==> config.mk <==
export PLATFORM = sky130hd
export DESIGN_NAME = pld_lock_detect
export DESIGN_NICKNAME = d
export VERILOG_FILES = /design/src/design/pld_pkg.sv /design/src/design/pld_edge_if.sv /design/src/design/pld_edge_sync.sv /design/src/design/pld_lock_detect.sv
export VERILOG_INCLUDE_DIRS = /design/src /design/src/design
export SDC_FILE = /design/constraint.sdc
export NUM_CORES = 1
export LEC_CHECK = 0
export ABC_CLOCK_PERIOD_IN_PS = 5000
export BUFFER_PORTS_ARGS = -buffer_cell sky130_fd_sc_hd__buf_2
export CAP_MARGIN = 20
export CORE_MARGIN = 5
export CORE_UTILIZATION = 35
export CTS_CLUSTER_DIAMETER = 60
export DETAILED_ROUTE_END_ITERATION = 8
export GPL_TIMING_DRIVEN = 0
export SKIP_CTS_REPAIR_TIMING = 1
export SLEW_MARGIN = 10
export SYNTH_ARGS = -nofsm -noshare
export SYNTH_HDL_FRONTEND = slang
export SYNTH_SLANG_ARGS = --single-unit
==> constraint.sdc <==
create_clock -name clk_i -period 5 [get_ports clk_i]
set_input_delay 0 -clock clk_i [delete_from_list [all_inputs] [get_ports clk_i]]
set_output_delay 0 -clock clk_i [all_outputs]
set_load 0.005 [all_outputs]
==> src/design/pld_params.svh <==
// Timing and sizing constants for the PLL digital lock detector
`ifndef PLD_PARAMS_SVH
`define PLD_PARAMS_SVH

// Comparison window as a time, and the core clock period, both in ps
`define PLD_WINDOW_PS      3700
`define PLD_CLK_PERIOD_PS  4000
// Longest time rounds down, but never below one cycle
`define PLD_WINDOW_CYC_RAW (`PLD_WINDOW_PS / `PLD_CLK_PERIOD_PS)
`define PLD_WINDOW_CYC     ((`PLD_WINDOW_CYC_RAW < 1) ? 1 : `PLD_WINDOW_CYC_RAW)
// Scale factor of the accuracy figure, in ppm
`define PLD_PPM_SCALE      2000000
// Width of the window wait counter
`define PLD_WAIT_W         4
// Reset values
`define PLD_COUNT_RST      0
`define PLD_LOCK_RST       1'b0

`endif

==> src/design/pld_pkg.sv <==
// Types and helper functions shared by the lock detector files
package pld_pkg;

    // Pairing state of one phase detector comparison
    typedef enum logic [2:0] {
        PLD_IDLE     = 3'b001,
        PLD_WAIT_FB  = 3'b010,
        PLD_WAIT_REF = 3'b100
    } pld_state_e;

    // Implied accuracy in milli-ppm: 2e6 * 3.7 ns * fpd / target
    function automatic longint pld_ppm_milli(input longint fpd_hz, input longint target);
        longint num;
        num = (longint'(2) * fpd_hz * 37) / 10;   // 2e6 * 3.7e-9 * 1000 = 7.4
        pld_ppm_milli = (target == 0) ? 0 : num / target;
    endfunction : pld_ppm_milli

endpackage : pld_pkg

==> src/design/pld_edge_if.sv <==
// Edge event carrier between the pin synchroniser and the lock detector
`timescale 1ns/1ps
interface pld_edge_if;
    logic ref_rise;   // Divided reference rising edge, one-cycle pulse
    logic fb_rise;    // Divided feedback rising edge, one-cycle pulse

    modport src (output ref_rise, output fb_rise);
    modport dst (input  ref_rise, input  fb_rise);
endinterface : pld_edge_if

==> src/design/pld_edge_sync.sv <==
// Three-stage synchroniser and rising-edge detector for the divider outputs
`timescale 1ns/1ps
module pld_edge_sync (
    input  wire logic clk_i,      // Core clock
    input  wire logic reset_n_i,  // Asynchronous reset, active low
    input  wire logic ref_div_i,  // Divided reference from its pin
    input  wire logic fb_div_i,   // Divided feedback from its pin
    pld_edge_if.src   edge_o      // Edge pulses to the detector
);

    logic [1:0] raw;
    logic [1:0] rise;

    assign raw = {fb_div_i, ref_div_i};

    ////////////////////////////////////////////////////////////////////////////
    // One channel per divider output
    genvar g;
    generate
        for (g = 0; g < 2; g++) begin : g_chan
            logic s1_reg, s2_reg, s3_reg, lvl_reg;
            logic lvl_next;

            // A change is accepted only once stages two and three agree
            always_comb begin
                lvl_next = (s2_reg == s3_reg) ? s3_reg : lvl_reg;
            end

            // Stage one feeds stage two only, never any logic
            always_ff @(posedge clk_i or negedge reset_n_i) begin
                if (!reset_n_i) begin
                    s1_reg  <= 1'b0;
                    s2_reg  <= 1'b0;
                    s3_reg  <= 1'b0;
                    lvl_reg <= 1'b0;
                end else begin
                    s1_reg  <= raw[g];
                    s2_reg  <= s1_reg;
                    s3_reg  <= s2_reg;
                    lvl_reg <= lvl_next;
                end
            end

            assign rise[g] = lvl_next & ~lvl_reg;
        end
    endgenerate

    // Both channels see the same latency, so their spacing is preserved
    assign edge_o.ref_rise = rise[0];
    assign edge_o.fb_rise  = rise[1];

endmodule : pld_edge_sync

==> src/design/pld_lock_detect.sv <==
// Digital lock detector: window compare, in-window counter and lock flag
// What this block does
// Pair ref and feedback edges within 3.7 ns; the code pairs edges up to one 4 ns clock apart
// Each in-window cycle below target adds one to count
// Any out-of-window cycle clears count to zero
// Lock only once count reaches the target
// Target comes from a software-programmed value
// Lock no sooner than target comparison cycles
// Accuracy equals 2e6 times window times fpd/target
// Lock drops on a miss, returns at target
`timescale 1ns/1ps
`include "pld_params.svh"
module pld_lock_detect #(
    parameter int CNT_W = 16              // Width of lock count and target
) (
    input  wire logic             clk_i,               // Core clock, 250 MHz
    input  wire logic             reset_n_i,           // Asynchronous reset, active low
    input  wire logic             ref_div_i,           // Divided reference pin
    input  wire logic             fb_div_i,            // Divided feedback pin
    input  wire logic [CNT_W-1:0] lock_count_target_i, // Programmed lock count
    output logic                  lock_o,              // Lock detected, level
    output logic [CNT_W-1:0]      lock_count_o,        // Running in-window count
    output logic                  window_hit_o,        // In-window cycle, pulse
    output logic                  window_miss_o        // Out-of-window cycle, pulse
);

    // Window length in clocks less one; the wait counter stops there
    localparam logic [`PLD_WAIT_W-1:0] WIN_M1 = `PLD_WAIT_W'(`PLD_WINDOW_CYC - 1);
    localparam logic [CNT_W-1:0]       CNT_RST = CNT_W'(`PLD_COUNT_RST);
    localparam logic [CNT_W-1:0]       CNT_ONE = CNT_W'(1);

    pld_edge_if edges ();

    // Pairing, counter and lock state with their next values
    pld_pkg::pld_state_e    state_reg, state_next;
    logic [`PLD_WAIT_W-1:0] wait_reg,  wait_next;
    logic [CNT_W-1:0]       count_reg, count_next;
    logic                   lock_reg,  lock_next;
    logic                   hit_reg,   miss_reg;
    logic                   hit, miss;
    logic                   ref_e, fb_e;

    ////////////////////////////////////////////////////////////////////////////
    // Pin synchronisers; the two paths share latency so the skew survives
    pld_edge_sync pld_edge_sync_inst (
        .clk_i     (clk_i),
        .reset_n_i (reset_n_i),
        .ref_div_i (ref_div_i),
        .fb_div_i  (fb_div_i),
        .edge_o    (edges.src)
    );

    assign ref_e = edges.ref_rise;
    assign fb_e  = edges.fb_rise;

    ////////////////////////////////////////////////////////////////////////////
    // Edge pairing: the first edge opens the window, the other must follow
    // Window resolution is one clock; sub-cycle error cannot be seen here
    always_comb begin
        state_next = state_reg;
        wait_next  = wait_reg;
        hit        = 1'b0;
        miss       = 1'b0;
        case (state_reg)
            pld_pkg::PLD_IDLE: begin
                if (ref_e && fb_e) begin
                    hit = 1'b1;
                end else if (ref_e) begin
                    state_next = pld_pkg::PLD_WAIT_FB;
                    wait_next  = '0;
                end else if (fb_e) begin
                    state_next = pld_pkg::PLD_WAIT_REF;
                    wait_next  = '0;
                end
            end
            pld_pkg::PLD_WAIT_FB: begin
                if (fb_e) begin
                    hit        = 1'b1;
                    state_next = pld_pkg::PLD_IDLE;
                end else if (ref_e) begin
                    miss      = 1'b1;
                    wait_next = '0;
                end else if (wait_reg == WIN_M1) begin
                    miss       = 1'b1;
                    state_next = pld_pkg::PLD_IDLE;
                end else begin
                    wait_next = wait_reg + 1'b1;
                end
            end
            pld_pkg::PLD_WAIT_REF: begin
                if (ref_e) begin
                    hit        = 1'b1;
                    state_next = pld_pkg::PLD_IDLE;
                end else if (fb_e) begin
                    miss      = 1'b1;
                    wait_next = '0;
                end else if (wait_reg == WIN_M1) begin
                    miss       = 1'b1;
                    state_next = pld_pkg::PLD_IDLE;
                end else begin
                    wait_next = wait_reg + 1'b1;
                end
            end
            default: begin
                state_next = pld_pkg::PLD_IDLE;
                wait_next  = '0;
            end
        endcase
    end

    ////////////////////////////////////////////////////////////////////////////
    // Lock counter; saturates at target so it cannot wrap back below it
    always_comb begin
        count_next = count_reg;
        if (miss) begin
            count_next = CNT_RST;
        end else if (hit && (count_reg < lock_count_target_i)) begin
            count_next = count_reg + CNT_ONE;
        end
        // Target zero never locks, so an unprogrammed detector stays quiet
        lock_next = (lock_count_target_i != CNT_RST) &&
                    (count_next >= lock_count_target_i);
    end

    // State registers and the hit and miss output pulse registers
    always_ff @(posedge clk_i or negedge reset_n_i) begin
        if (!reset_n_i) begin
            state_reg <= pld_pkg::PLD_IDLE;
            wait_reg  <= '0;
            count_reg <= CNT_RST;
            lock_reg  <= `PLD_LOCK_RST;
            hit_reg   <= 1'b0;
            miss_reg  <= 1'b0;
        end else begin
            state_reg <= state_next;
            wait_reg  <= wait_next;
            count_reg <= count_next;
            lock_reg  <= lock_next;
            hit_reg   <= hit;
            miss_reg  <= miss;
        end
    end

    assign lock_o        = lock_reg;
    assign lock_count_o  = count_reg;
    assign window_hit_o  = hit_reg;
    assign window_miss_o = miss_reg;

    ////////////////////////////////////////////////////////////////////////////
    // Checks
    a_same_cycle_hit: assert property (@(posedge clk_i) disable iff (!reset_n_i)
        (state_reg == pld_pkg::PLD_IDLE && ref_e && fb_e) |=> window_hit_o)
        else $error("coincident edges not counted as in-window");

    // Pairing outcomes, in both orders of arrival
    a_fb_timeout: assert property (@(posedge clk_i) disable iff (!reset_n_i)
        (state_reg == pld_pkg::PLD_WAIT_FB && wait_reg == WIN_M1 && !fb_e)
        |=> (window_miss_o && count_reg == CNT_RST))
        else $error("late feedback edge did not end as a miss");

    a_ref_timeout: assert property (@(posedge clk_i) disable iff (!reset_n_i)
        (state_reg == pld_pkg::PLD_WAIT_REF && wait_reg == WIN_M1 && !ref_e)
        |=> (window_miss_o && count_reg == CNT_RST))
        else $error("late reference edge did not end as a miss");

    a_fb_late_hit: assert property (@(posedge clk_i) disable iff (!reset_n_i)
        (state_reg == pld_pkg::PLD_WAIT_FB && fb_e) |=> window_hit_o)
        else $error("feedback edge inside window not counted");

    a_ref_late_hit: assert property (@(posedge clk_i) disable iff (!reset_n_i)
        (state_reg == pld_pkg::PLD_WAIT_REF && ref_e) |=> window_hit_o)
        else $error("reference edge inside window not counted");

    a_hit_increments: assert property (@(posedge clk_i) disable iff (!reset_n_i)
        (hit && !miss && count_reg < lock_count_target_i && $stable(lock_count_target_i))
        |=> count_reg == $past(count_reg) + CNT_ONE)
        else $error("in-window cycle did not add one to count");

    a_miss_clears: assert property (@(posedge clk_i) disable iff (!reset_n_i)
        miss |=> (count_reg == CNT_RST) && window_miss_o)
        else $error("out-of-window cycle did not clear count");

    a_lock_needs_count: assert property (@(posedge clk_i) disable iff (!reset_n_i)
        lock_o |-> (count_reg >= $past(lock_count_target_i)) && !window_miss_o)
        else $error("lock shown below target count");

    // A target change alone may move lock either way, so such cycles are excused
    a_lock_rise_cause: assert property (@(posedge clk_i) disable iff (!reset_n_i)
        ($rose(lock_o) && $past(lock_count_target_i) == $past(lock_count_target_i, 2))
        |-> $past(hit))
        else $error("lock rose without an in-window cycle");

    a_lock_drops_miss: assert property (@(posedge clk_i) disable iff (!reset_n_i)
        window_miss_o |-> !lock_o)
        else $error("lock held through a miss");

    a_lock_at_target: assert property (@(posedge clk_i) disable iff (!reset_n_i)
        (hit && !miss && lock_count_target_i != CNT_RST &&
         count_reg + CNT_ONE == lock_count_target_i) ##1 $stable(lock_count_target_i)
        |-> lock_o)
        else $error("lock not raised when count reached target");

    // Counter and lock outcomes
    a_lock_falls_cause: assert property (@(posedge clk_i) disable iff (!reset_n_i)
        $fell(lock_o) |-> window_miss_o ||
        ($past(lock_count_target_i) != $past(lock_count_target_i, 2)))
        else $error("lock fell without a miss or target change");

    a_lock_holds: assert property (@(posedge clk_i) disable iff (!reset_n_i)
        (lock_o && !miss && lock_count_target_i == $past(lock_count_target_i))
        |=> lock_o)
        else $error("lock dropped without a miss");

    a_zero_no_lock: assert property (@(posedge clk_i) disable iff (!reset_n_i)
        (lock_count_target_i == CNT_RST) |=> !lock_o)
        else $error("lock shown with a zero target");

    a_count_holds: assert property (@(posedge clk_i) disable iff (!reset_n_i)
        (!window_hit_o && !window_miss_o) |-> $stable(lock_count_o))
        else $error("count moved without a comparison");

    a_count_saturates: assert property (@(posedge clk_i) disable iff (!reset_n_i)
        (lock_count_target_i == $past(lock_count_target_i) &&
         $past(lock_count_o) <= lock_count_target_i) |-> lock_count_o <= lock_count_target_i)
        else $error("count passed the target");

endmodule : pld_lock_detect

## Word level (Yosys, flattened, before mapping)

Index checks and enable logic that the tools add are counted.

- Bits of input ports: 20
- Word-level logic and storage cells: 72
- Flip-flop bits (word level): 34

- Muxes and demuxes: 32
- Magnitude comparators: 2
- Add/sub/neg operators: 2
- Bitwise gates (word level): 4
- Reduce and logical (&&, ||, !) cells: 7
- Eq/ne operators: 11

Operators with widths:

| cell | count |
|---|---|
| $mux 16 | 2 |
| $mux 4 | 8 |
| $mux 3 | 8 |
| $add 16x1->16 const B | 1 |
| $ge 16x16->1 | 1 |
| $lt 16x16->1 | 1 |
| $reduce_bool 16->1 | 1 |
| $pmux 4 s3 | 1 |
| $mux 1 | 10 |
| $ne 3x3->1 const B | 3 |
| $pmux 3 s3 | 1 |
| $reduce_and 4->1 | 2 |
| $ne 2x2->1 const B | 3 |
| $add 4x1->4 const B | 1 |
| $logic_not 4->1 | 1 |
| $eq 3x1->1 const B | 1 |
| $eq 3x2->1 const B | 1 |
| $eq 3x3->1 const B | 1 |
| $logic_and 1x1->1 | 3 |
| $pmux 1 s3 | 1 |
| $and 1x1->1 | 2 |
| $eq 1x1->1 | 2 |
| $not 1->1 | 2 |
| $pmux 1 s2 | 1 |

## Depth between registers and ports, before layout

- Depth after elaboration: 11
- Depth in mapped cells: 17
- Mapped depth without buffers: 15

## By module

A second synthesis with hierarchy kept.

- Cell total of the unflattened synthesis: 276
- Area, all modules: 2,487.4 um^2

By module, submodules not included:

| module | instances | area each (um^2) | cells an instance | sequential area each (um^2) |
|---|---|---|---|---|
| pld_lock_detect | 1 | 2,244.7 | 264 | 651.9 |
| pld_edge_sync | 1 | 242.7 | 12 | 200.2 |

## Worst setup path after synthesis

No wires, ideal clock.

- Path kind: reg2reg
- Start point: reg count_reg[6], in the netlist lock_count_o[6]
- End point: reg lock_reg, in the netlist lock_o
- Data required time: 4.876 ns
- Arrival: 3.443 ns
- Buffers on the path: 1
- Stages on the path, launching flop included: 16
- Library setup time: 0.124 ns
- Path slack: 1.433 ns
- Cell sequence: dfrtp_1 -> ha_1 -> a21o_1 -> a2111oi_2 -> o21ai_1 -> and2_1 -> buf_2 -> or4_1 -> a21oi_1 -> ha_1 -> a21oi_1 -> o21ai_0 -> a21o_1 -> a211oi_1 -> nor2_1 -> o31a_1

- Word-level cells in the longest chain between the ends: 6
- Elaborated cells on any way between the ends: 7
- Classes of those cells: 1 x add/sub; 2 x order compare; 2 x mux; 2 x reduce/logical

RTL lines:

| element | RTL line | source |
|---|---|---|
| start, declared | pld_lock_detect.sv:37 | `logic [CNT_W-1:0] count_reg, count_next;` |
| start signal, assigned | pld_lock_detect.sv:137 | `count_reg <= count_next;` |
| $lt 16x16->1 | pld_lock_detect.sv:117 | `end else if (hit && (count_reg < lock_count_target_i)) begin` |
| $logic_and 1x1->1 | pld_lock_detect.sv:117 |  |
| $mux 16 * | pld_lock_detect.sv:117 |  |
| $mux 16 * | pld_lock_detect.sv:115 | `if (miss) begin` |
| net count_next[11] | pld_lock_detect.sv:37 |  |
| $ge 16x16->1 * | pld_lock_detect.sv:122 | `(count_next >= lock_count_target_i);` |
| $logic_and 1x1->1 * | pld_lock_detect.sv:121 | `lock_next = (lock_count_target_i != CNT_RST) &&` |
| net lock_next | pld_lock_detect.sv:38 | `logic lock_reg, lock_next;` |
| end signal, assigned | pld_lock_detect.sv:131 | `` lock_reg <= `PLD_LOCK_RST; `` |
| end signal, assigned | pld_lock_detect.sv:138 | `lock_reg <= lock_next;` |
| end, declared | pld_lock_detect.sv:38 |  |

Mark *: on every way through the listed nets, which the timed path passes. The rest lies on a longest branch.
A chain may end at the register's enable or synchronous reset.

## Worst setup path in the final report

Ends and elaborated chain as after synthesis.

==> results.toml <==
[status]
outcome = "finished, final reports clean"

[setup_path]
reg2reg_depth = 16
r2r_start = "lock_count_o[6]$_DFF_PN0_"
end_kind = "flop"
arrival_ns = 4.17
r2r_setup_slack_ns = 1.0
path_max_fanout = 10
start_kind = "flop"
path_class = "flop to flop"
timing.critical_path.from = "lock_count_o[6]$_DFF_PN0_"
required_ns = 5.17

[placement]
place.gp.congestion = 0.825
io_buffers = 38
dp_hpwl_um = 4960

[sta]
hold_violations = 0
setup_viol = 0
finalClockSkew_ns = 0.00762
fin_crit_sh_pct = 80.0
fmax_mhz = 250
slew_headroom_pct = 48.0
drv_slew = 0
fin_crit_ns = 4.00
rsz0062_at_grt = "no"
worst_slew_pin_slew_ns = 0.780
setup-tns-final_ns = 0

[power]
switchingPower_mw = 0.337
power_frac_comb_pct = 31.7
internal_power_mw = 0.659
p_seq_share_pct = 37.0
sw_frac_of_total_pct = 33.8
p_total_mw = 0.997
peakVddDrop_mv = 0.139
power_density_nw_per_um2 = 334
p_leak_nw = 1.45
clkPwrFrac_pct = 31.4

[global_routing]
grt_max_degree = 35
first_global_vias = 2106
grt_pass1_wl_um = 10500
antenna_found_initial = 0
grt-ovfl-total = 0
grtUsageTotal_pct = 15.1

[finish]
largest_reg_flops = 16
drive_gt1_share_pct = 18.9
n_fill_cell = 695
area_delta_synth_final_pct = 19.0
layout.nets = 371
n_antenna_cell = 0

[cts]
clk_latency_ns = 0.29
cts_buffer_depth = 2
cts.sinks = 34
cts_buffers = 5
cts_root_buf = "clkbuf_8"
clk_pin_slew_ns = 0.08
cts_tree = "built"
htree_levels = 2

[synthesis]
synth.ff_latch_count = 34
syn_nets = 323
yosys.cell_count.top_type = "ha_1"
synthTopCellsByArea = "dfrtp_1 (33%), ha_1 (17%), a21oi_1 (4.4%)"
yosys_warnings = 0
yosys-top-cells-count = "ha_1 (34), dfrtp_1 (33), a21oi_1 (22), inv_1 (21), nand2_1 (21)"
netlist.area_leader.share_pct = 32.9
synthCells = 269
synth.distinct_cells = 56
syn-cell-area_sq_um = 2510
yosysSeqAreaShare_pct = 33.9
syn_area_per_cell_sq_um = 9.33
synth_area_leader_cell = "dfrtp_1"
synth-edff-count = 0
async_flop_share_pct = 100
synth_ff_type = "dfrtp_1"

[route]
drc = 0
wl_per_cell_um = 15.7
viasPerCell = 5.37
vias = 2223
wirelength_um = 6500
firstDrtPassIters = 4
antenna_left = 0
drt_iter0_markers = 123

[floorplan]
coreArea_sq_um = 6870
die_x_um = 94.7
rows = 30
io_pins = 39
dieArea_sq_um = 8960
initial_core_util_pct = 36.5
die_h_um = 94.7

[flow_run]
cap_viol_max_count = 0

[hold_path]
hold_start = "lock_count_target_i[12]"
min_path_type = "input port to flop"
worstHoldPathCells = 4
-- cell usage in the layout, fill, tap and decap left out, drive strengths merged, types with 5 or more instances in the layout --
| cell type | instances |
|---|---|
| ha | 34 |
| clkbuf | 10 |
| nand2b | 5 |
| mux2i | 5 |
| nor2 | 7 |
| buf | 43 |
| or4 | 7 |
| o31ai | 9 |
| inv | 21 |
| nor4 | 7 |
| dfrtp | 33 |
| nand3 | 8 |
| and3 | 6 |
| o21ai | 12 |
| nand2 | 21 |
| nand4 | 9 |
| a21oi | 22 |
-- worst max-delay path, stage by stage (launching register included) --
cell and delay [ns]:
dfrtp_1 0.44, ha_1 0.31, a21o_1 0.21, a2111oi_2 0.38, o21ai_1 0.16, and2_1 0.16
buf_2 0.18, buf_2 0.22, nor3_1 0.23, mux2i_1 0.26, ha_1 0.27, a21oi_1 0.17
o21ai_0 0.10, a21o_1 0.18, a211oi_1 0.23, nor2_1 0.08, o31a_1 0.30
-- through the flow --
| stage | std cells | utilization [%] | instance area [sq um] | setup slack [ns] | hold WS (ns) |
|---|---|---|---|---|---|
| final | 414 | 43.5 | 2990 | 0.998 | 0.125 |
| after global routing | 414 | 43.5 | 2990 | 0.813 | 0.121 |
| after CTS | 411 | 43.1 | 2960 | 0.989 | -0.197 |
| after detailed placement | 403 | 41.1 | 2820 | 1.01 | 0.111 |
| after global placement | 403 | 41.1 | 2820 | 1.04 | 0.109 |
| after floorplan | 269 | - | 2510 | 1.43 | -0.296 |
-- per-layer routing --
metal | GRT usage [%] | vias to the layer above | share of wire, %
met1 | 20.5 | 1044 | 48
li1 | - | 1112 | -
met2 | 24.6 | 61 | 46
met4 | 3.25 | 0 | 0.98
met3 | 3.27 | 6 | 4.4
met5 | 0 | - | 0
-- power by group through the flow --
stage / Sequential [mW] / Combinational [mW] / Clock (mW)
2_1_floorplan: 0.365 / 0.206 / 0
3_3_place_gp: 0.372 / 0.310 / 0
3_5_place_dp: 0.375 / 0.316 / 0
4_1_cts: 0.370 / 0.317 / 0.320
5_1_grt: 0.380 / 0.365 / 0.334
6_report: 0.368 / 0.316 / 0.312
-- cell families after synthesis --
group,count (synthesis),share of synthesized area [%]
flops,34,33.9
compound gates,70,19.2
mux,6,2.44
xor+xnor,1,0.349
buf+inv,32,5.13
simple gates,90,21.2
fa+ha+maj,36,17.7
-- final cells by class --
cell class | count | area [sq um] | area share, %
multi-input combinational | 203 | 1530 | 51.2
sequential | 34 | 852 | 28.5
timing repair buffer | 41 | 220 | 7.37
tap | 96 | 120 | 4.02
inverter | 22 | 82.6 | 2.76
clock buffer | 5 | 68.8 | 2.30
clock inverter | 3 | 68.8 | 2.30
buffer | 10 | 46.3 | 1.55
-- worst paths after layout --
path | end
min in group asynchronous | wait_reg[3]$_DFFE_PN0P_
max reg2reg | lock_o$_DFF_PN0_
min reg2reg | pld_edge_sync_inst.g_chan[1].s2_reg$_DFF_PN0_
min | lock_o$_DFF_PN0_
max | lock_o$_DFF_PN0_
max in group asynchronous | lock_count_o[2]$_DFF_PN0_
Power figures use the tool's default switching activity.
